$ cat config.mk
export PLATFORM = sky130hd
export DESIGN_NAME = wdt_core
export DESIGN_NICKNAME = d
export VERILOG_FILES = /design/src/shared/wdt_pkg.sv /design/src/core/wdt_divtap.sv /design/src/core/wdt_core.sv
export SDC_FILE = /design/constraint.sdc
export NUM_CORES = 1
export LEC_CHECK = 0
export ABC_CLOCK_PERIOD_IN_PS = 2300
export BUFFER_PORTS_ARGS = -buffer_cell sky130_fd_sc_hd__buf_2
export CAP_MARGIN = 40
export CORE_MARGIN = 3
export CORE_UTILIZATION = 50
export CTS_CLUSTER_SIZE = 14
export DETAILED_ROUTE_END_ITERATION = 8
export GPL_TIMING_DRIVEN = 0
export PLACE_DENSITY = 0.71
export SLEW_MARGIN = 0
export SYNTH_ARGS = -nofsm -noshare
export SYNTH_HDL_FRONTEND = slang
export SYNTH_SLANG_ARGS = --single-unit
$ cat constraint.sdc
create_clock -name clock -period 2.3 [get_ports clock]
set_input_delay 0.23 -clock clock [delete_from_list [all_inputs] [get_ports clock]]
set_output_delay 0.23 -clock clock [all_outputs]
set_load 0.01 [all_outputs]
$ cat src/shared/wdt_pkg.sv
// Behaviour
// - watchdog enabled and counting after reset
// - overflow action defaults to reset, changeable once
// - overflow with action 1 drives reset pin low
// - overflow with action 0 raises watchdog interrupt
// - counting pauses in stop and idle
// - clear code clears binary counter, not divider
// - two-bit period select, fast or slow clock
// - after action 0, writes of 1 ignored
// - control register write-only, reads as zero
// - control register resets to 11 1001
// - disable code works only with enable bit 0
// - command codes: clear, disable, trap arm
// - interrupt action gives periodic interrupt
// - binary counters held cleared while disabled
// - watchdog interrupt is non-maskable
// - reset pin driven low at most 24 fast periods
package wdt_pkg;

    // register offsets on the plain register port
    localparam logic [7:0] OFF_CTRL_FIRST = 8'h34;
    localparam logic [7:0] OFF_CMD_PORT = 8'h35;
    localparam logic [7:0] OFF_STATUS = 8'h3f;

    // command codes
    localparam logic [7:0] CMD_CLEAR = 8'h4e;
    localparam logic [7:0] CMD_DISABLE = 8'hb1;
    localparam logic [7:0] CMD_TRAP_ARM = 8'hd2;

    // control register fields
    localparam int CTL_ACTION_BIT = 0;
    localparam int CTL_TIME_LSB = 1;
    localparam int CTL_ENABLE_BIT = 3;
    localparam int CTL_TRAP_ACT_BIT = 4;
    localparam int CTL_TRAP_AREA_BIT = 5;
    localparam logic [5:0] CTL_RESET = 6'h39;

    // status register fields
    localparam int ST_RUN_BIT = 0;
    localparam int ST_ACTION_BIT = 1;
    localparam int ST_CNT_LSB = 2;
    localparam int ST_RST_BIT = 4;
    localparam int ST_PIN_BIT = 5;
    localparam int ST_ARMED_BIT = 6;
    localparam int ST_OVF_BIT = 7;

    // reset pulse length: figure in fast-clock periods, converted to cycles
    localparam int CLK_HZ = 25000000;
    localparam int FC_HZ = 25000000;
    localparam int RST_FC_PERIODS = 24;
    localparam int RST_CYC_RAW = (RST_FC_PERIODS * (CLK_HZ / 1000)) / (FC_HZ / 1000);
    localparam int RST_CYCLES = (RST_CYC_RAW < 1) ? 1 : RST_CYC_RAW;
    localparam logic [4:0] RST_LAST = 5'(RST_CYCLES - 1);

    // top-level state
    typedef enum logic [2:0] {
        WDT_OFF = 3'b001,
        WDT_RUN = 3'b010,
        WDT_RST = 3'b100
    } wdt_state_t;

endpackage

$ cat src/core/wdt_divtap.sv
`timescale 1ns/1ps
// free-running divider with a tap chosen two bits at a time
module wdt_divtap #(
    parameter int W = 23
) (
    // clock and reset
    input wire logic clock,
    input wire logic srst,
    // control
    input wire logic en,
    input wire logic [1:0] sel,
    // tick out, one cycle per wrap of the selected low bits
    output logic tick
);

    logic [W-1:0] div_q;
    logic [W-1:0] div_d;
    logic [W-1:0] mask;

    // each select step shortens the period by a factor of four
    assign mask = {W{1'b1}} >> {sel, 1'b0};
    assign div_d = en ? div_q + W'(1) : div_q;
    assign tick = en && ((div_q & mask) == mask);

    // never cleared by the clear code, only by chip reset
    always_ff @(posedge clock) begin
        if (srst) begin
            div_q <= '0;
        end else begin
            div_q <= div_d;
        end
    end

endmodule // wdt_divtap

$ cat src/core/wdt_core.sv
`timescale 1ns/1ps
module wdt_core #(
    parameter int FC_DIV_W = 23,
    parameter int FS_DIV_W = 15
) (
    // clock and reset
    input wire logic clock,
    input wire logic srst,
    // register port
    input wire logic [7:0] reg_addr,
    input wire logic [7:0] reg_wdata,
    input wire logic reg_wr,
    input wire logic reg_rd,
    output logic [7:0] reg_rdata,
    // clock source and power modes
    input wire logic low_freq_tick,
    input wire logic slow_mode,
    input wire logic slow_prescale_select,
    input wire logic stop_mode,
    input wire logic idle_mode,
    // overflow actions
    output logic watchdog_interrupt_request,
    output logic reset_pin_o,
    output logic reset_pin_oe,
    input wire logic reset_pin_i,
    // settings for the address-trap logic
    output logic trap_area_select,
    output logic trap_action_select,
    output logic trap_area_armed
);

    // control register state
    logic watchdog_enable_bit_q;
    logic watchdog_enable_bit_d;
    logic [1:0] detection_time_select_q;
    logic [1:0] detection_time_select_d;
    logic overflow_action_select_q;
    logic overflow_action_select_d;
    logic trap_area_q;
    logic trap_area_d;
    logic trap_action_q;
    logic trap_action_d;
    logic trap_armed_q;
    logic trap_armed_d;

    // run state, counter and status
    logic run_q;
    logic run_d;
    logic [1:0] bin_cnt_q;
    logic [1:0] bin_cnt_d;
    logic ovf_seen_q;
    logic ovf_seen_d;
    logic [4:0] rst_cnt_q;
    logic [4:0] rst_cnt_d;
    wdt_pkg::wdt_state_t state_q;
    wdt_pkg::wdt_state_t state_d;

    // registered outputs
    logic [7:0] rdata_q;
    logic [7:0] rdata_d;
    logic irq_q;
    logic pin_oe_q;
    logic pin_o_q;

    // decode wires
    logic wr_ctrl;
    logic wr_cmd;
    logic rd_status;
    logic cmd_clear;
    logic cmd_disable;
    logic cmd_arm;
    logic use_slow;
    logic count_en;
    logic fc_en;
    logic fs_en;
    logic fc_tick;
    logic fs_tick;
    logic tick;
    logic ovf;
    logic rst_done;
    logic [7:0] status_word;

    // address decode of the plain register port
    assign wr_ctrl = reg_wr && (reg_addr == wdt_pkg::OFF_CTRL_FIRST);
    assign wr_cmd = reg_wr && (reg_addr == wdt_pkg::OFF_CMD_PORT);
    assign rd_status = reg_rd && (reg_addr == wdt_pkg::OFF_STATUS);

    // command decode; every other value written is dropped
    assign cmd_clear = wr_cmd && (reg_wdata == wdt_pkg::CMD_CLEAR);
    assign cmd_disable = wr_cmd && (reg_wdata == wdt_pkg::CMD_DISABLE);
    assign cmd_arm = wr_cmd && (reg_wdata == wdt_pkg::CMD_TRAP_ARM);

    // control register: plain fields load on write
    assign detection_time_select_d = wr_ctrl ?
        reg_wdata[wdt_pkg::CTL_TIME_LSB +: 2] : detection_time_select_q;
    assign watchdog_enable_bit_d = wr_ctrl ?
        reg_wdata[wdt_pkg::CTL_ENABLE_BIT] : watchdog_enable_bit_q;
    assign trap_area_d = wr_ctrl ? reg_wdata[wdt_pkg::CTL_TRAP_AREA_BIT] : trap_area_q;
    assign trap_action_d = wr_ctrl ? reg_wdata[wdt_pkg::CTL_TRAP_ACT_BIT] : trap_action_q;

    // action bit can only fall: once at 0 it stays until reset
    assign overflow_action_select_d = wr_ctrl ?
        (overflow_action_select_q & reg_wdata[wdt_pkg::CTL_ACTION_BIT]) :
        overflow_action_select_q;

    // armed area takes the area choice only when the arm code follows it; trap_area_select shows it at once
    assign trap_armed_d = cmd_arm ? trap_area_q : trap_armed_q;

    // enable bit 1 starts the timer; disable code only acts with bit already 0
    assign run_d = (wr_ctrl && reg_wdata[wdt_pkg::CTL_ENABLE_BIT]) ? 1'b1 :
        (cmd_disable && !watchdog_enable_bit_q) ? 1'b0 : run_q;

    // slow source when prescale select set or in slow mode
    assign use_slow = slow_mode || slow_prescale_select;

    // counting stalls in low-power modes and resumes from the held count
    assign count_en = (state_q == wdt_pkg::WDT_RUN) && run_q &&
        !stop_mode && !idle_mode;
    assign fc_en = count_en && !use_slow;
    assign fs_en = count_en && use_slow && low_freq_tick;

    // fast-clock divider: quarter period 2^23 down to 2^17
    wdt_divtap #(
        .W(FC_DIV_W)
    ) u_fc_div (
        .clock(clock),
        .srst(srst),
        .en(fc_en),
        .sel(detection_time_select_q),
        .tick(fc_tick)
    );

    // slow-clock divider: quarter period 2^15 down to 2^9
    wdt_divtap #(
        .W(FS_DIV_W)
    ) u_fs_div (
        .clock(clock),
        .srst(srst),
        .en(fs_en),
        .sel(detection_time_select_q),
        .tick(fs_tick)
    );

    // four quarter ticks overflow the counter, so the first may come at 3/4
    assign tick = fc_tick || fs_tick;

    // overflow of the two-stage counter; a clear in the same cycle wins
    assign ovf = tick && (bin_cnt_q == 2'h3) && !cmd_clear && run_q &&
        (state_q == wdt_pkg::WDT_RUN);

    // binary counter: clear code and disabled state zero it, divider untouched
    always_comb begin
        bin_cnt_d = bin_cnt_q;
        if (!run_q || state_q != wdt_pkg::WDT_RUN) begin
            bin_cnt_d = 2'h0;
        end else if (cmd_clear) begin
            bin_cnt_d = 2'h0;
        end else if (tick) begin
            bin_cnt_d = bin_cnt_q + 2'h1;
        end
    end

    // reset pulse length counter
    assign rst_done = (rst_cnt_q == wdt_pkg::RST_LAST);
    assign rst_cnt_d = (state_q == wdt_pkg::WDT_RST) ? rst_cnt_q + 5'h1 : 5'h0;

    // sequencing of run, off and reset drive
    always_comb begin
        state_d = state_q;
        case (state_q)
            wdt_pkg::WDT_OFF: begin
                if (run_d) begin
                    state_d = wdt_pkg::WDT_RUN;
                end
            end
            wdt_pkg::WDT_RUN: begin
                if (ovf && overflow_action_select_q) begin
                    state_d = wdt_pkg::WDT_RST;
                end else if (!run_d) begin
                    state_d = wdt_pkg::WDT_OFF;
                end
            end
            wdt_pkg::WDT_RST: begin
                if (rst_done) begin
                    state_d = run_d ? wdt_pkg::WDT_RUN : wdt_pkg::WDT_OFF;
                end
            end
            default: begin
                state_d = wdt_pkg::WDT_OFF;
            end
        endcase
    end

    // sticky overflow flag, read clears it; a new overflow beats the clear
    assign ovf_seen_d = ovf ? 1'b1 : (rd_status ? 1'b0 : ovf_seen_q);

    // status view of the block's state and the reset pin level
    assign status_word = {
        ovf_seen_q,
        trap_armed_q,
        reset_pin_i,
        pin_oe_q,
        bin_cnt_q,
        overflow_action_select_q,
        run_q
    };

    // control and command registers are write-only and read as zero
    assign rdata_d = rd_status ? status_word : 8'h00;

    // control register flops; reset pattern is 11 1001
    always_ff @(posedge clock) begin
        if (srst) begin
            overflow_action_select_q <= wdt_pkg::CTL_RESET[wdt_pkg::CTL_ACTION_BIT];
            detection_time_select_q <= wdt_pkg::CTL_RESET[wdt_pkg::CTL_TIME_LSB +: 2];
            watchdog_enable_bit_q <= wdt_pkg::CTL_RESET[wdt_pkg::CTL_ENABLE_BIT];
            trap_action_q <= wdt_pkg::CTL_RESET[wdt_pkg::CTL_TRAP_ACT_BIT];
            trap_area_q <= wdt_pkg::CTL_RESET[wdt_pkg::CTL_TRAP_AREA_BIT];
        end else begin
            overflow_action_select_q <= overflow_action_select_d;
            detection_time_select_q <= detection_time_select_d;
            watchdog_enable_bit_q <= watchdog_enable_bit_d;
            trap_action_q <= trap_action_d;
            trap_area_q <= trap_area_d;
        end
    end

    // run state: up and counting straight out of reset
    always_ff @(posedge clock) begin
        if (srst) begin
            run_q <= 1'b1;
            state_q <= wdt_pkg::WDT_RUN;
        end else begin
            run_q <= run_d;
            state_q <= state_d;
        end
    end

    // counters and sticky flags
    always_ff @(posedge clock) begin
        if (srst) begin
            bin_cnt_q <= 2'h0;
            rst_cnt_q <= 5'h0;
            ovf_seen_q <= 1'b0;
            trap_armed_q <= 1'b0;
        end else begin
            bin_cnt_q <= bin_cnt_d;
            rst_cnt_q <= rst_cnt_d;
            ovf_seen_q <= ovf_seen_d;
            trap_armed_q <= trap_armed_d;
        end
    end

    // outputs: interrupt is a one-cycle pulse with no mask in its path
    always_ff @(posedge clock) begin
        if (srst) begin
            irq_q <= 1'b0;
            pin_oe_q <= 1'b0;
            pin_o_q <= 1'b0;
            rdata_q <= 8'h00;
        end else begin
            irq_q <= ovf && !overflow_action_select_q;
            pin_oe_q <= (state_d == wdt_pkg::WDT_RST);
            pin_o_q <= 1'b0;
            rdata_q <= rdata_d;
        end
    end

    // the pin is open-drain: only ever pulled low
    assign reset_pin_o = pin_o_q;
    assign reset_pin_oe = pin_oe_q;
    assign watchdog_interrupt_request = irq_q;
    assign reg_rdata = rdata_q;
    assign trap_area_select = trap_area_q;
    assign trap_action_select = trap_action_q;
    assign trap_area_armed = trap_armed_q;

endmodule // wdt_core

# Word-level counts from Yosys, hierarchy flattened
# Index checks and enable logic that the tools add are counted.
# W data, S select, Z words.
# word_totals
inputBits,26
elab_cells,88
regBits,67
# classes
n_addsub,4
n_shift,2
bitwise,5
mux,10
reduce_logical,36
eq_ne,15
# ops
operator,count
$eq A8 B6 Y1 const B,3
$add A23 B1 Y23 const B,1
$and A23 B23 Y23,1
$eq A23 B23 Y1,1
$shr A23 B3 Y23 const A,1
$logic_and A1 B1 Y1,22
$eq A8 B8 Y1 const B,2
$add A15 B1 Y15 const B,1
$and A15 B15 Y15,1
$eq A15 B15 Y1,1
$shr A15 B3 Y15 const A,1
$mux W3,4
$pmux W3 S3,1
$eq A8 B7 Y1 const B,1
$logic_not A1 Y1,7
$eq A3 B3 Y1 const B,2
$add A5 B1 Y5 const B,1
$eq A5 B5 Y1 const B,1
$mux W1,4
$reduce_or A2 Y1,2
$eq A3 B1 Y1 const B,1
$eq A3 B2 Y1 const B,1
$logic_or A1 B1 Y1,3
$ne A3 B2 Y1 const B,1
other kinds (7),8

# Logic depth before layout (Yosys ltp)
# Gate-level depths: netlist of run 1.
# logic_depth
word_depth,16
mapped_depth,7
depth_no_buf,6

# Modules after synthesis
# A second synthesis of run 1 with hierarchy kept.
# unflattened
cells_unflattened,336
area_unflattened_um2,3074.2
# modules_own_cells
mod,n_inst,seq_area_each_um2,cells_each,area_each_um2
wdt_core,1,580.6,128,1229.9
wdt_divtap at u_fc_div,1,460.4,125,1097.3
wdt_divtap at u_fs_div,1,300.3,83,747.0

# Worst setup path before layout of run 1
# OpenSTA, ideal clock, no wires.
# synth_timing
kind,reg-to-reg
start,reg state_q[0]
end,reg pin_oe_q (netlist: reset_pin_oe)
arrival_time_ps,1861
path_stages_with_launch,7
path_buffers,1
t_required_ps,2243
slack_ps,382
cell_sequence,dfxtp_1 nand4bb_1 buf_2 nor3_1 nand4_1 a2111oi_2 or2_2
# synth_between
elab_chain_cells,16
word_cells_on_any_way,23
cone_classes,eq/ne (4); mux (5); reduce/logical (14)
# synth_lines
element,line,text
start: declaration,wdt_core.sv:55,wdt_pkg::wdt_state_t state_q;
start signal: assignment,wdt_core.sv:232,state_q <= wdt_pkg::WDT_RUN;
start signal: assignment,wdt_core.sv:235,state_q <= state_d;
$eq A3 B2 Y1,"wdt_core.sv:117, wdt_core.sv:149, wdt_core.sv:170",
$logic_and A1 B1 Y1 (2 in series),wdt_core.sv:117,assign count_en = (state_q == wdt_pkg::WDT_RUN) && run_q &&
$logic_and A1 B1 Y1,wdt_core.sv:118,!stop_mode && !idle_mode;
$logic_and A1 B1 Y1 (2 in series),wdt_core.sv:120,assign fs_en = count_en && use_slow && low_freq_tick;
$logic_and A1 B1 Y1,wdt_divtap.sv:23,assign tick = en && ((div_q & mask) == mask);
$logic_or A1 B1 Y1,wdt_core.sv:145,assign tick = fc_tick || fs_tick;
$logic_and A1 B1 Y1 (4 in series),wdt_core.sv:148,assign ovf = tick && (bin_cnt_q == 2'h3) && !cmd_clear && run_q &&
$logic_and A1 B1 Y1,wdt_core.sv:177,if (ovf && overflow_action_select_q) begin
$mux W3,wdt_core.sv:177,
$pmux W3 S3 *,wdt_core.sv:170,case (state_q)
$eq A3 B3 Y1 *,wdt_core.sv:263,pin_oe_q <= (state_d == wdt_pkg::WDT_RST);
end signal: assignment,wdt_core.sv:263,
end: declaration,wdt_core.sv:62,logic pin_oe_q;
# Mark *: on every way between the ends. The rest lies on a longest branch, timed or not.
# A chain may end at the register's enable or synchronous reset.

# Worst setup path after layout of run 1
# layout_timing
start,reg state_q[2]
end,reg pin_oe_q (netlist: reset_pin_oe)
# Same word-level chain as after synthesis.

==> flow_summary.json, run 1 <==
{
  "drc": 0,
  "cts.sinks": 67,
  "slowest_stage": "a2111oi_2",
  "p_sw_share_pct": 24.71,
  "wl_met3_um": 256,
  "gp_congestion": 0.7987,
  "ir_worst_vdd_uv": 380.2,
  "skew_ns": 0.009196,
  "arrival_ns": 2.46,
  "io_buffers": 38,
  "die_w_um": 82.62,
  "drv_slew": 0,
  "dp_hpwl_um": 4258,
  "numCtsBuffers": 9,
  "cts_hold_buf": 0,
  "rows": 27,
  "fin_hold_ws_ns": 0.09100,
  "path_max_fanout": 10,
  "hold_viol_final": 0,
  "hp-class": "primary input to flop",
  "grt_pass1_wl_um": 9715,
  "p_leak_nw": 1.351,
  "worstSkewPairLatency_ns": 0.34,
  "synth_top_area_share_pct": 45.69,
  "p_per_area_nw_per_um2": 766.9,
  "setup_slack_ns": 0.1342,
  "wirelength_um": 5976,
  "seq_area_frac_synth_pct": 45.69,
  "synth_flop_cell": "dfxtp_1",
  "fp.dieH_um": 82.62,
  "vias": 2432,
  "cp_cell_sequence": "nand4bb_1 -> buf_2 -> nor3_2 -> nand4_1 -> a2111oi_2 -> or2_2",
  "synth_edf_count": 0,
  "seqPwrFrac_pct": 46.7,
  "die-area_um2": 6826,
  "ys_warn_count": 0,
  "drt_iter0_markers": 82,
  "syn_avg_cell_area_um2": 9.088,
  "switchingPower_mw": 0.6573,
  "end_kind": "flop",
  "async_flop_share_pct": 0,
  "power.total_mw": 2.660,
  "dp_cells": 435,
  "top_layer_used": "met4",
  "first_pass_iters": 4,
  "met2_length_um": 2747,
  "relSlewSlack_pct": 57.44,
  "initial_core_util_pct": 52.34,
  "status": "completed",
  "routedWlPerCell_um": 13.25,
  "htreeDepth": 3,
  "synthTopCellsByCount": "67 x dfxtp_1, 52 x nor2_1, 29 x xor2_1",
  "finalCriticalPeriod_ns": 2.166,
  "p_int_mw": 2.003,
  "synth_most_common_cell": "dfxtp_1",
  "netlist_instances": 323,
  "critPathKind": "flop to flop",
  "cts_setup_buffers": 0,
  "drive_above_1_share_pct": 18.47,
  "pwr-share-comb_pct": 11.8,
  "grt_pass1_vias": 2184,
  "via_per_inst": 5.392,
  "layoutNonFillerInstCount": 451,
  "ys_types": 49,
  "start_kind": "flop",
  "ant_nets": 0,
  "grt_max_degree": 12,
  "syn-cell-area_um2": 2935,
  "yosysTopAreaCell": "dfxtp_1",
  "rsz0062_at_grt": "no",
  "clkPwrFrac_pct": 41.5,
  "root_buffer": "clkbuf_8",
  "ios": 40,
  "cts_tree": "done",
  "synth_area_leaders": "dfxtp_1 46%, xor2_1 8.7%, nor2_1 6.6%, nand4_1 3.4%, nand2_1 3.2%",
  "worstMarginPinSlew_ns": 0.6384,
  "cp_data_required_time_ns": 2.59,
  "grt_antenna_before_repair": 0,
  "m1WireLength_um": 2847,
  "fin_crit_sh_pct": 94.17,
  "critPathBufInv": 1,
  "diodes": 0,
  "maxClockFrequency_mhz": 461.7,
  "track_usage_pct": 18.64,
  "gr-total-overflow": 0,
  "ys_ff_latch": 67,
  "clockBufferDepth": 2,
  "critical_path.top_delay_family": "simple AND/OR/NAND/NOR gates",
  "nets": 404,
  "clkSlewWorstSetupHoldPaths_ns": 0.07,
  "core_um2": 5608,
  "syn_to_final_growth_pct": 18.16,
  "pre_cts_slack_ns": -0.07264,
  "maxCapViolCount": 0,
  "finalSetupViolCount": 0,
  "critPathMaxStageDelay_ns": 0.50,
  "syn_nets": 353
}
[layout by cell type (no fill, tap or decap), types with 2 or more instances in the layout]
cell / count
nand3_1: 17
clkbuf_1: 5
nor4bb_1: 3
or4bb_1: 2
mux2i_1: 6
buf_2: 39
a21oi_1: 5
nand4b_1: 2
bufinv_16: 2
nor3_1: 4
o22ai_1: 2
dfxtp_1: 67
and4_1: 2
nor2_1: 52
or2_2: 5
nand2b_1: 2
nor4_1: 6
nor3_2: 2
nand2_1: 25
inv_1: 6
and3_1: 2
and2_1: 10
clkbuf_8: 11
ha_1: 4
xnor2_1: 10
nor4b_1: 2
nand4_1: 16
a21o_1: 2
buf_4: 2
buf_1: 3
o21ai_0: 10
or4_1: 2
xor2_1: 29
[layout make-up]
| cell class | instances | area (µm²) |
|---|---|---|
| plain buffers | 9 | 42.54 |
| clock buffers | 12 | 155.1 |
| clock inverters | 4 | 72.57 |
| fillers | 483 | 2140 |
| inverters | 6 | 22.52 |
| multi-input cells | 241 | 1539 |
| flip-flops and latches | 67 | 1341 |
| well taps | 72 | 90.09 |
| repair buffers | 40 | 205.2 |
[power groups by stage]
stage / logic (mW) / clock network, mW / registers [mW]
after floorplan: 0.216 / 0 / 1.26
after global placement: 0.302 / 0 / 1.27
after detailed placement: 0.307 / 0 / 1.27
after CTS: 0.311 / 1.12 / 1.24
after global routing: 0.344 / 1.17 / 1.25
final: 0.314 / 1.10 / 1.24
[final timing paths]
kind | from | endpoint | slack, ns | cells past startpoint
max | state_q[2] | reset_pin_oe | 0.13 | 6
min | reset_pin_i | reg_rdata[5] | 0.09 | 2
max reg2reg | state_q[2] | reset_pin_oe | 0.13 | 6
min reg2reg | rst_cnt_q[0] | rst_cnt_q[0] | 0.45 | 1
[worst register-to-register path, delay by kind of cell (launching register included)]
kind | cells | cell delay, ns
AND/OR/NAND/NOR | 4 | 1.04
buffers and inverters | 1 | 0.22
AO/OA/AOI/OAI | 1 | 0.50
flip-flops | 1 | 0.36
[logic make-up (layout without fill, tap and decap cells)]
family	count (synthesis)	after routing	share of synthesized area, %
AO/OA/AOI/OAI	29	29	6.650
XOR/XNOR	39	39	11.64
adder cells (fa/ha/maj)	4	4	1.705
buffers and inverters	15	71	2.216
flip-flops	67	67	45.69
multiplexers	6	6	2.046
other	1	1	0.1278
AND/OR/NAND/NOR	162	162	29.92
[registers in the layout, summed over array words and instances, names as in the netlist, 2 cells and up]
signal                   count
u_fs_div.div_q              15
u_fc_div.div_q              23
state_q                      3
reg_rdata                    8
detection_time_select_q      2
bin_cnt_q                    2
rst_cnt_q                    5
[per-stage QoR]
step | TNS, ns | area, µm² | utilization [%]
finish | 0 | 3468 | 61.85
global route | 0 | 3468 | 61.85
CTS | 0 | 3463 | 61.76
detailed placement | -0.1808 | 3231 | 57.61
global placement | -0.005658 | 3216 | 57.34
floorplan | 0 | 2935 | -
[per-layer routing]
metal | global-route usage [%] | up-vias
met4 | 8.987 | 0
met2 | 30.77 | 63
met3 | 3.579 | 13
li1 | - | 1226
met5 | 0 | -
met1 | 23.26 | 1130
[what timing repair did]
item	in CTS	in global routing
resized for setup	1	1
pin swaps	0	0
endpoints found under the setup margin	3	3
Note: power is estimated with default switching activity, not from simulation.
==> inputs of run 2 (changes only) <==
--- a/config.mk
+++ b/config.mk
@@ -5,6 +5,7 @@
 export SDC_FILE = /design/constraint.sdc
 export NUM_CORES = 1
 export LEC_CHECK = 0
+export ABC_AREA = 1
 export ABC_CLOCK_PERIOD_IN_PS = 2300
 export BUFFER_PORTS_ARGS = -buffer_cell sky130_fd_sc_hd__buf_2
 export CAP_MARGIN = 40
@@ -13,8 +14,9 @@
 export CTS_CLUSTER_SIZE = 14
 export DETAILED_ROUTE_END_ITERATION = 8
 export GPL_TIMING_DRIVEN = 0
-export PLACE_DENSITY = 0.71
+export PLACE_DENSITY = 0.7
 export SLEW_MARGIN = 0
 export SYNTH_ARGS = -nofsm -noshare
 export SYNTH_HDL_FRONTEND = slang
+export SYNTH_HIERARCHICAL = 1
 export SYNTH_SLANG_ARGS = --single-unit
==> flow_summary.json, run 2 <==
{
  "status": "completed",
  "finalCriticalPeriod_ns": 2.263,
  "netlist_instances": 498,
  "initial_core_util_pct": 52.15,
  "start_kind": "flop",
  "mostFrequentLayoutCell": "nand2_1",
  "synth_most_common_cell": "nand2_1",
  "maxClockFrequency_mhz": 441.9,
  "syn_avg_cell_area_um2": 6.726,
  "min_path_cells": 3,
  "fp.dieH_um": 87.85,
  "finalSetupViolCount": 0,
  "rsz0062_at_grt": "yes",
  "worstSkewPairLatency_ns": 0.34,
  "seq_area_frac_synth_pct": 40.04,
  "yosysTopAreaCell": "dfxtp_1",
  "wirelength_um": 6977,
  "top_register": "u_fc_div/div_q",
  "gp_congestion": 0.8617,
  "clockBufferDepth": 2,
  "ir_worst_vdd_uv": 332.5,
  "synth_edf_count": 0,
  "rows": 29,
  "track_usage_pct": 19.70,
  "synth_area_leaders": "dfxtp_1 40%, nand2_1 13%, nor2_1 11%, inv_1 6.6%, nand3_1 4.6%",
  "grt_max_degree": 14,
  "ys_warn_count": 6,
  "p_leak_nw": 1.775,
  "hold_viol_final": 0,
  "fillers": 579,
  "cts.sinks": 67,
  "syn-cell-area_um2": 3349,
  "arrival_ns": 2.48,
  "drt_iter0_markers": 104,
  "die-area_um2": 7717,
  "grt_pass1_wl_um": 12110,
  "largest_reg_flops": 23,
  "synth_flop_cell": "dfxtp_1",
  "grt_antenna_before_repair": 0,
  "htreeDepth": 3,
  "fin_crit_sh_pct": 98.38,
  "ys_ff_latch": 67,
  "vias": 3134,
  "synth_top_area_share_pct": 40.04,
  "async_flop_share_pct": 0,
  "placement.cell_area_um2": 3641,
  "p_per_area_nw_per_um2": 584.6,
  "first_pass_iters": 4,
  "maxCapViolCount": 0,
  "syn_to_final_growth_pct": 19.65,
  "p_int_mw": 1.779,
  "numCtsBuffers": 9,
  "end_kind": "flop",
  "syn_nets": 528,
  "via_per_inst": 4.866,
  "drc": 0,
  "setup_slack_ns": 0.03717,
  "routedWlPerCell_um": 10.83,
  "pre_cts_slack_ns": -0.4832,
  "core_um2": 6422,
  "switchingPower_mw": 0.5634,
  "ant_nets": 0,
  "clkPwrFrac_pct": 41.0,
  "ios": 40,
  "cp_data_required_time_ns": 2.52,
  "final_cell_mix": "111 x nand2_1, 98 x nor2_1, 65 x dfxtp_1",
  "pwr-share-comb_pct": 8.6,
  "cts_tree": "done",
  "skew_ns": 0.006580,
  "dp_hpwl_um": 5131,
  "critPathKind": "flop to flop",
  "drv_slew": 0,
  "ys_types": 39,
  "path_max_fanout": 3,
  "diodes": 0,
  "synthTopCellsByCount": "116 x nand2_1, 101 x nor2_1, 67 x dfxtp_1",
  "fin_area_um2": 4008,
  "fin_hold_ws_ns": 0.1186,
  "seqPwrFrac_pct": 50.3,
  "io_buffers": 38,
  "gr-total-overflow": 0,
  "fin_tns_setup_ns": 0,
  "nets": 592,
  "hp-class": "primary input to flop",
  "r2r.worst_path.cells": 17,
  "clkSlewWorstSetupHoldPaths_ns": 0.07,
  "drive_above_1_share_pct": 21.87,
  "grt_pass1_vias": 2904,
  "p_sw_share_pct": 24.05,
  "die_w_um": 87.85,
  "root_buffer": "clkbuf_8"
}
-- run 2: cell type report --
cell class                      count  area (µm²)  share of cell area [%]
Multi-Input combinational cell    359        1789                   44.65
Sequential cell                    67        1344                   33.53
Timing Repair Buffer               53       302.8                   7.555
Inverter                           67       254.0                   6.338
Clock buffer                       11       141.4                   3.528
Tap cell                           77       96.34                   2.404
Clock inverter                      5       52.55                   1.311
Buffer                              5       27.53                  0.6869
-- run 2: logic make-up after synthesis --
| logic type | count (synthesis) | synth area share, % |
|---|---|---|
| simple gates | 298 | 40.64 |
| xor+xnor | 4 | 1.046 |
| buf+inv | 72 | 8.330 |
| other cells | 1 | 0.1120 |
| fa+ha+maj | 4 | 1.494 |
| flops | 67 | 40.04 |
| compound gates | 52 | 8.330 |
-- run 2: worst max-delay path, cell delays in order (launching register included) --
cell and delay [ns]:
dfxtp_2 0.34, nor3_4 0.20, nand2_2 0.10, inv_4 0.09
nand2_4 0.05, nor3_4 0.14, nand3b_1 0.13, nor2_2 0.16
nand2_2 0.09, a21oi_2 0.12, or2_4 0.14, nand2_4 0.05
nor2_4 0.11, nand3_2 0.09, nand2_2 0.09, inv_2 0.05
nor2_2 0.10, o21ai_1 0.08
-- run 2: metrics by stage --
stage	power [mW]	cells	util (%)
floorplan	1.306	498	-
global placement	1.358	613	56.69
detailed placement	1.360	613	56.69
CTS	2.353	643	61.60
global route	2.442	644	62.40
finish	2.343	644	62.40
-- run 2: power groups by stage --
stage / clock network, mW / registers (mW) / logic [mW]
floorplan: 0 / 1.20 / 0.103
global placement: 0 / 1.20 / 0.153
detailed placement: 0 / 1.20 / 0.156
CTS: 0.986 / 1.18 / 0.188
global route: 1.04 / 1.18 / 0.227
finish: 0.961 / 1.18 / 0.203
-- run 2: per-layer routing --
metal / vias up / share of wire (%) / routed length (µm) / GRT usage, %
met3: 9 / 3.9 / 270 / 3.481
li1: 1693 / - / - / -
met5: - / 0 / 0 / 0
met1: 1378 / 46 / 3177 / 23.60
met2: 54 / 49 / 3405 / 34.18
met4: 0 / 1.8 / 124 / 9.066
-- run 2: path summary, 6_finish.rpt --
check | start | to | slack [ns]
min | reset_pin_i | reg_rdata[5] | 0.12
min reg2reg | reset_pin_oe | reg_rdata[4] | 0.43
max | state_q[2] | state_q[1] | 0.04
max reg2reg | state_q[2] | state_q[1] | 0.04
-- run 2: timing repair --
action                                  CTS  global route
hold buffers                              0             0
pin swaps                                 9            15
resized for setup                         7            13
endpoints found under the setup margin    8             7
buffers inserted                         14             2
==> inputs of run 3 (changes only) <==
--- a/config.mk
+++ b/config.mk
@@ -13,7 +13,6 @@
 export CORE_UTILIZATION = 50
 export CTS_CLUSTER_SIZE = 14
 export DETAILED_ROUTE_END_ITERATION = 8
-export GPL_TIMING_DRIVEN = 0
 export PLACE_DENSITY = 0.7
 export SLEW_MARGIN = 0
 export SYNTH_ARGS = -nofsm -noshare
==> flow_summary.json, run 3 (synthesis gave the netlist of run 2 again) <==
{
  "finalCriticalPeriod_ns": 2.202,
  "hp-class": "primary input to flop",
  "largest_reg_flops": 23,
  "fin_tns_setup_ns": 0,
  "drive_above_1_share_pct": 20.96,
  "critPathKind": "flop to flop",
  "final_util_pct": 61.97,
  "track_usage_pct": 21.74,
  "syn_to_final_growth_pct": 18.83,
  "routedWlPerCell_um": 11.68,
  "die_w_um": 87.85,
  "drc": 0,
  "finalSetupViolCount": 0,
  "clkPwrFrac_pct": 41.5,
  "io_buffers": 38,
  "min-delay-start": "reset_pin_i",
  "path_max_fanout": 3,
  "regArea_um2": 1346,
  "clockBufferDepth": 2,
  "r2r.worst_path.cells": 17,
  "grt_pass1_wl_um": 13170,
  "cts_tree": "done",
  "core_um2": 6422,
  "gr-total-overflow": 0,
  "via_per_inst": 5.063,
  "rsz0062_at_grt": "yes",
  "worstHoldEndpoint": "reg_rdata[5]",
  "status": "completed",
  "wirelength_um": 7476,
  "p_int_mw": 1.805,
  "maxCapViolCount": 0,
  "gp_congestion": 0.8656,
  "pwr-share-comb_pct": 8.3,
  "vias": 3240,
  "htreeDepth": 3,
  "r2r-end": "state_q[1]",
  "drt_iter0_markers": 125,
  "ant_nets": 0,
  "dp_hpwl_um": 5377,
  "fp.dieH_um": 87.85,
  "rows": 29,
  "cp_data_required_time_ns": 2.52,
  "seqPwrFrac_pct": 50.2,
  "r2r-start": "state_q[2]",
  "top_register": "u_fc_div/div_q",
  "p_leak_nw": 1.777,
  "grt_max_degree": 20,
  "diodes": 0,
  "final_cell_mix": "112 x nand2_1, 99 x nor2_1, 65 x dfxtp_1",
  "multiInputGateArea_um2": 1774,
  "ir_worst_vdd_uv": 385.1,
  "end_kind": "flop",
  "cts.sinks": 67,
  "fin_crit_sh_pct": 95.76,
  "ios": 40,
  "start_kind": "flop",
  "arrival_ns": 2.43,
  "min_path_cells": 3,
  "p_sw_share_pct": 23.22,
  "mostFrequentLayoutCell": "nand2_1",
  "root_buffer": "clkbuf_8",
  "clkSlewWorstSetupHoldPaths_ns": 0.07,
  "drv_slew": 0,
  "maxClockFrequency_mhz": 454.0,
  "cts_hold_buf": 0,
  "die-area_um2": 7717,
  "initial_core_util_pct": 52.15,
  "grt_pass1_vias": 3136,
  "hold_viol_final": 0,
  "worstSkewPairLatency_ns": 0.35,
  "p_per_area_nw_per_um2": 590.6,
  "fillers": 595,
  "switchingPower_mw": 0.5458,
  "grt_antenna_before_repair": 0,
  "numCtsBuffers": 9,
  "first_pass_iters": 4,
  "rrSetupSlack_ns": 0.1,
  "skew_ns": 0.006172,
  "nets": 589,
  "power.total_mw": 2.351
}
## run 3: area by class of cell
type                            instances  share of cell area [%]
Tap cell                               77                   2.421
Timing Repair Buffer                   55                   7.985
Multi-Input combinational cell        359                   44.58
Clock buffer                           13                   3.992
Clock inverter                          2                  0.8802
Inverter                               67                   6.319
Sequential cell                        67                   33.83
## run 3: how the worst max path moves through the flow
stage | to | start
after floorplan | state_q[1] | state_q[2]
after global placement | state_q[1] | state_q[2]
after detailed placement | state_q[1] | state_q[2]
after CTS | state_q[1] | state_q[1]
after global routing | state_q[1] | state_q[2]
final | state_q[1] | state_q[2]
## run 3: per-layer routing
metal / vias up / share of wire (%) / global-route usage [%]
met4: 0 / 2.3 / 10.74
li1: 1687 / - / -
met2: 59 / 48 / 36.51
met3: 16 / 4.1 / 6.303
met5: - / 0 / 0
met1: 1478 / 46 / 25.26
## run 3: power by group through the flow
stage / Combinational (mW) / Clock, mW / Sequential [mW]
after floorplan: 0.103 / 0 / 1.20
after CTS: 0.178 / 1.00 / 1.18
after detailed placement: 0.164 / 0 / 1.21
after global placement: 0.161 / 0 / 1.20
after global routing: 0.223 / 1.05 / 1.18
final: 0.196 / 0.976 / 1.18
## run 3: repair_timing
action | in CTS | in global routing
pin swaps | 7 | 10
endpoints found under the setup margin | 1 | 9
gates resized for setup | 3 | 13
buffers inserted | 12 | 2
## run 3: worst max-delay path, stage by stage, from the launching register on
cell and delay, ns:
dfxtp_4 0.36, nor3_4 0.20, nand2_2 0.10, inv_2 0.09, nand2_4 0.06, nor3_4 0.13
nand3b_1 0.14, nor2_2 0.17, nand2_2 0.08, a21oi_2 0.11, or2_4 0.14, nand2_4 0.05
nor2_4 0.11, nand3_2 0.08, nand2_1 0.09, inv_2 0.05, nor2_2 0.07, o21ai_1 0.06
## run 3: stage by stage
stage | setup slack [ns] | area (µm²) | instances | hold WS, ns
final | 0.09755 | 3980 | 640 | 0.09599
after global routing | -0.09844 | 3980 | 640 | 0.1091
after CTS | 0.01325 | 3938 | 640 | 0.08488
after detailed placement | 0.001464 | 3651 | 613 | 0.4257
after global placement | 0.1333 | 3651 | 613 | 0.4228
after floorplan | 0.03498 | 3354 | 498 | 0.2969
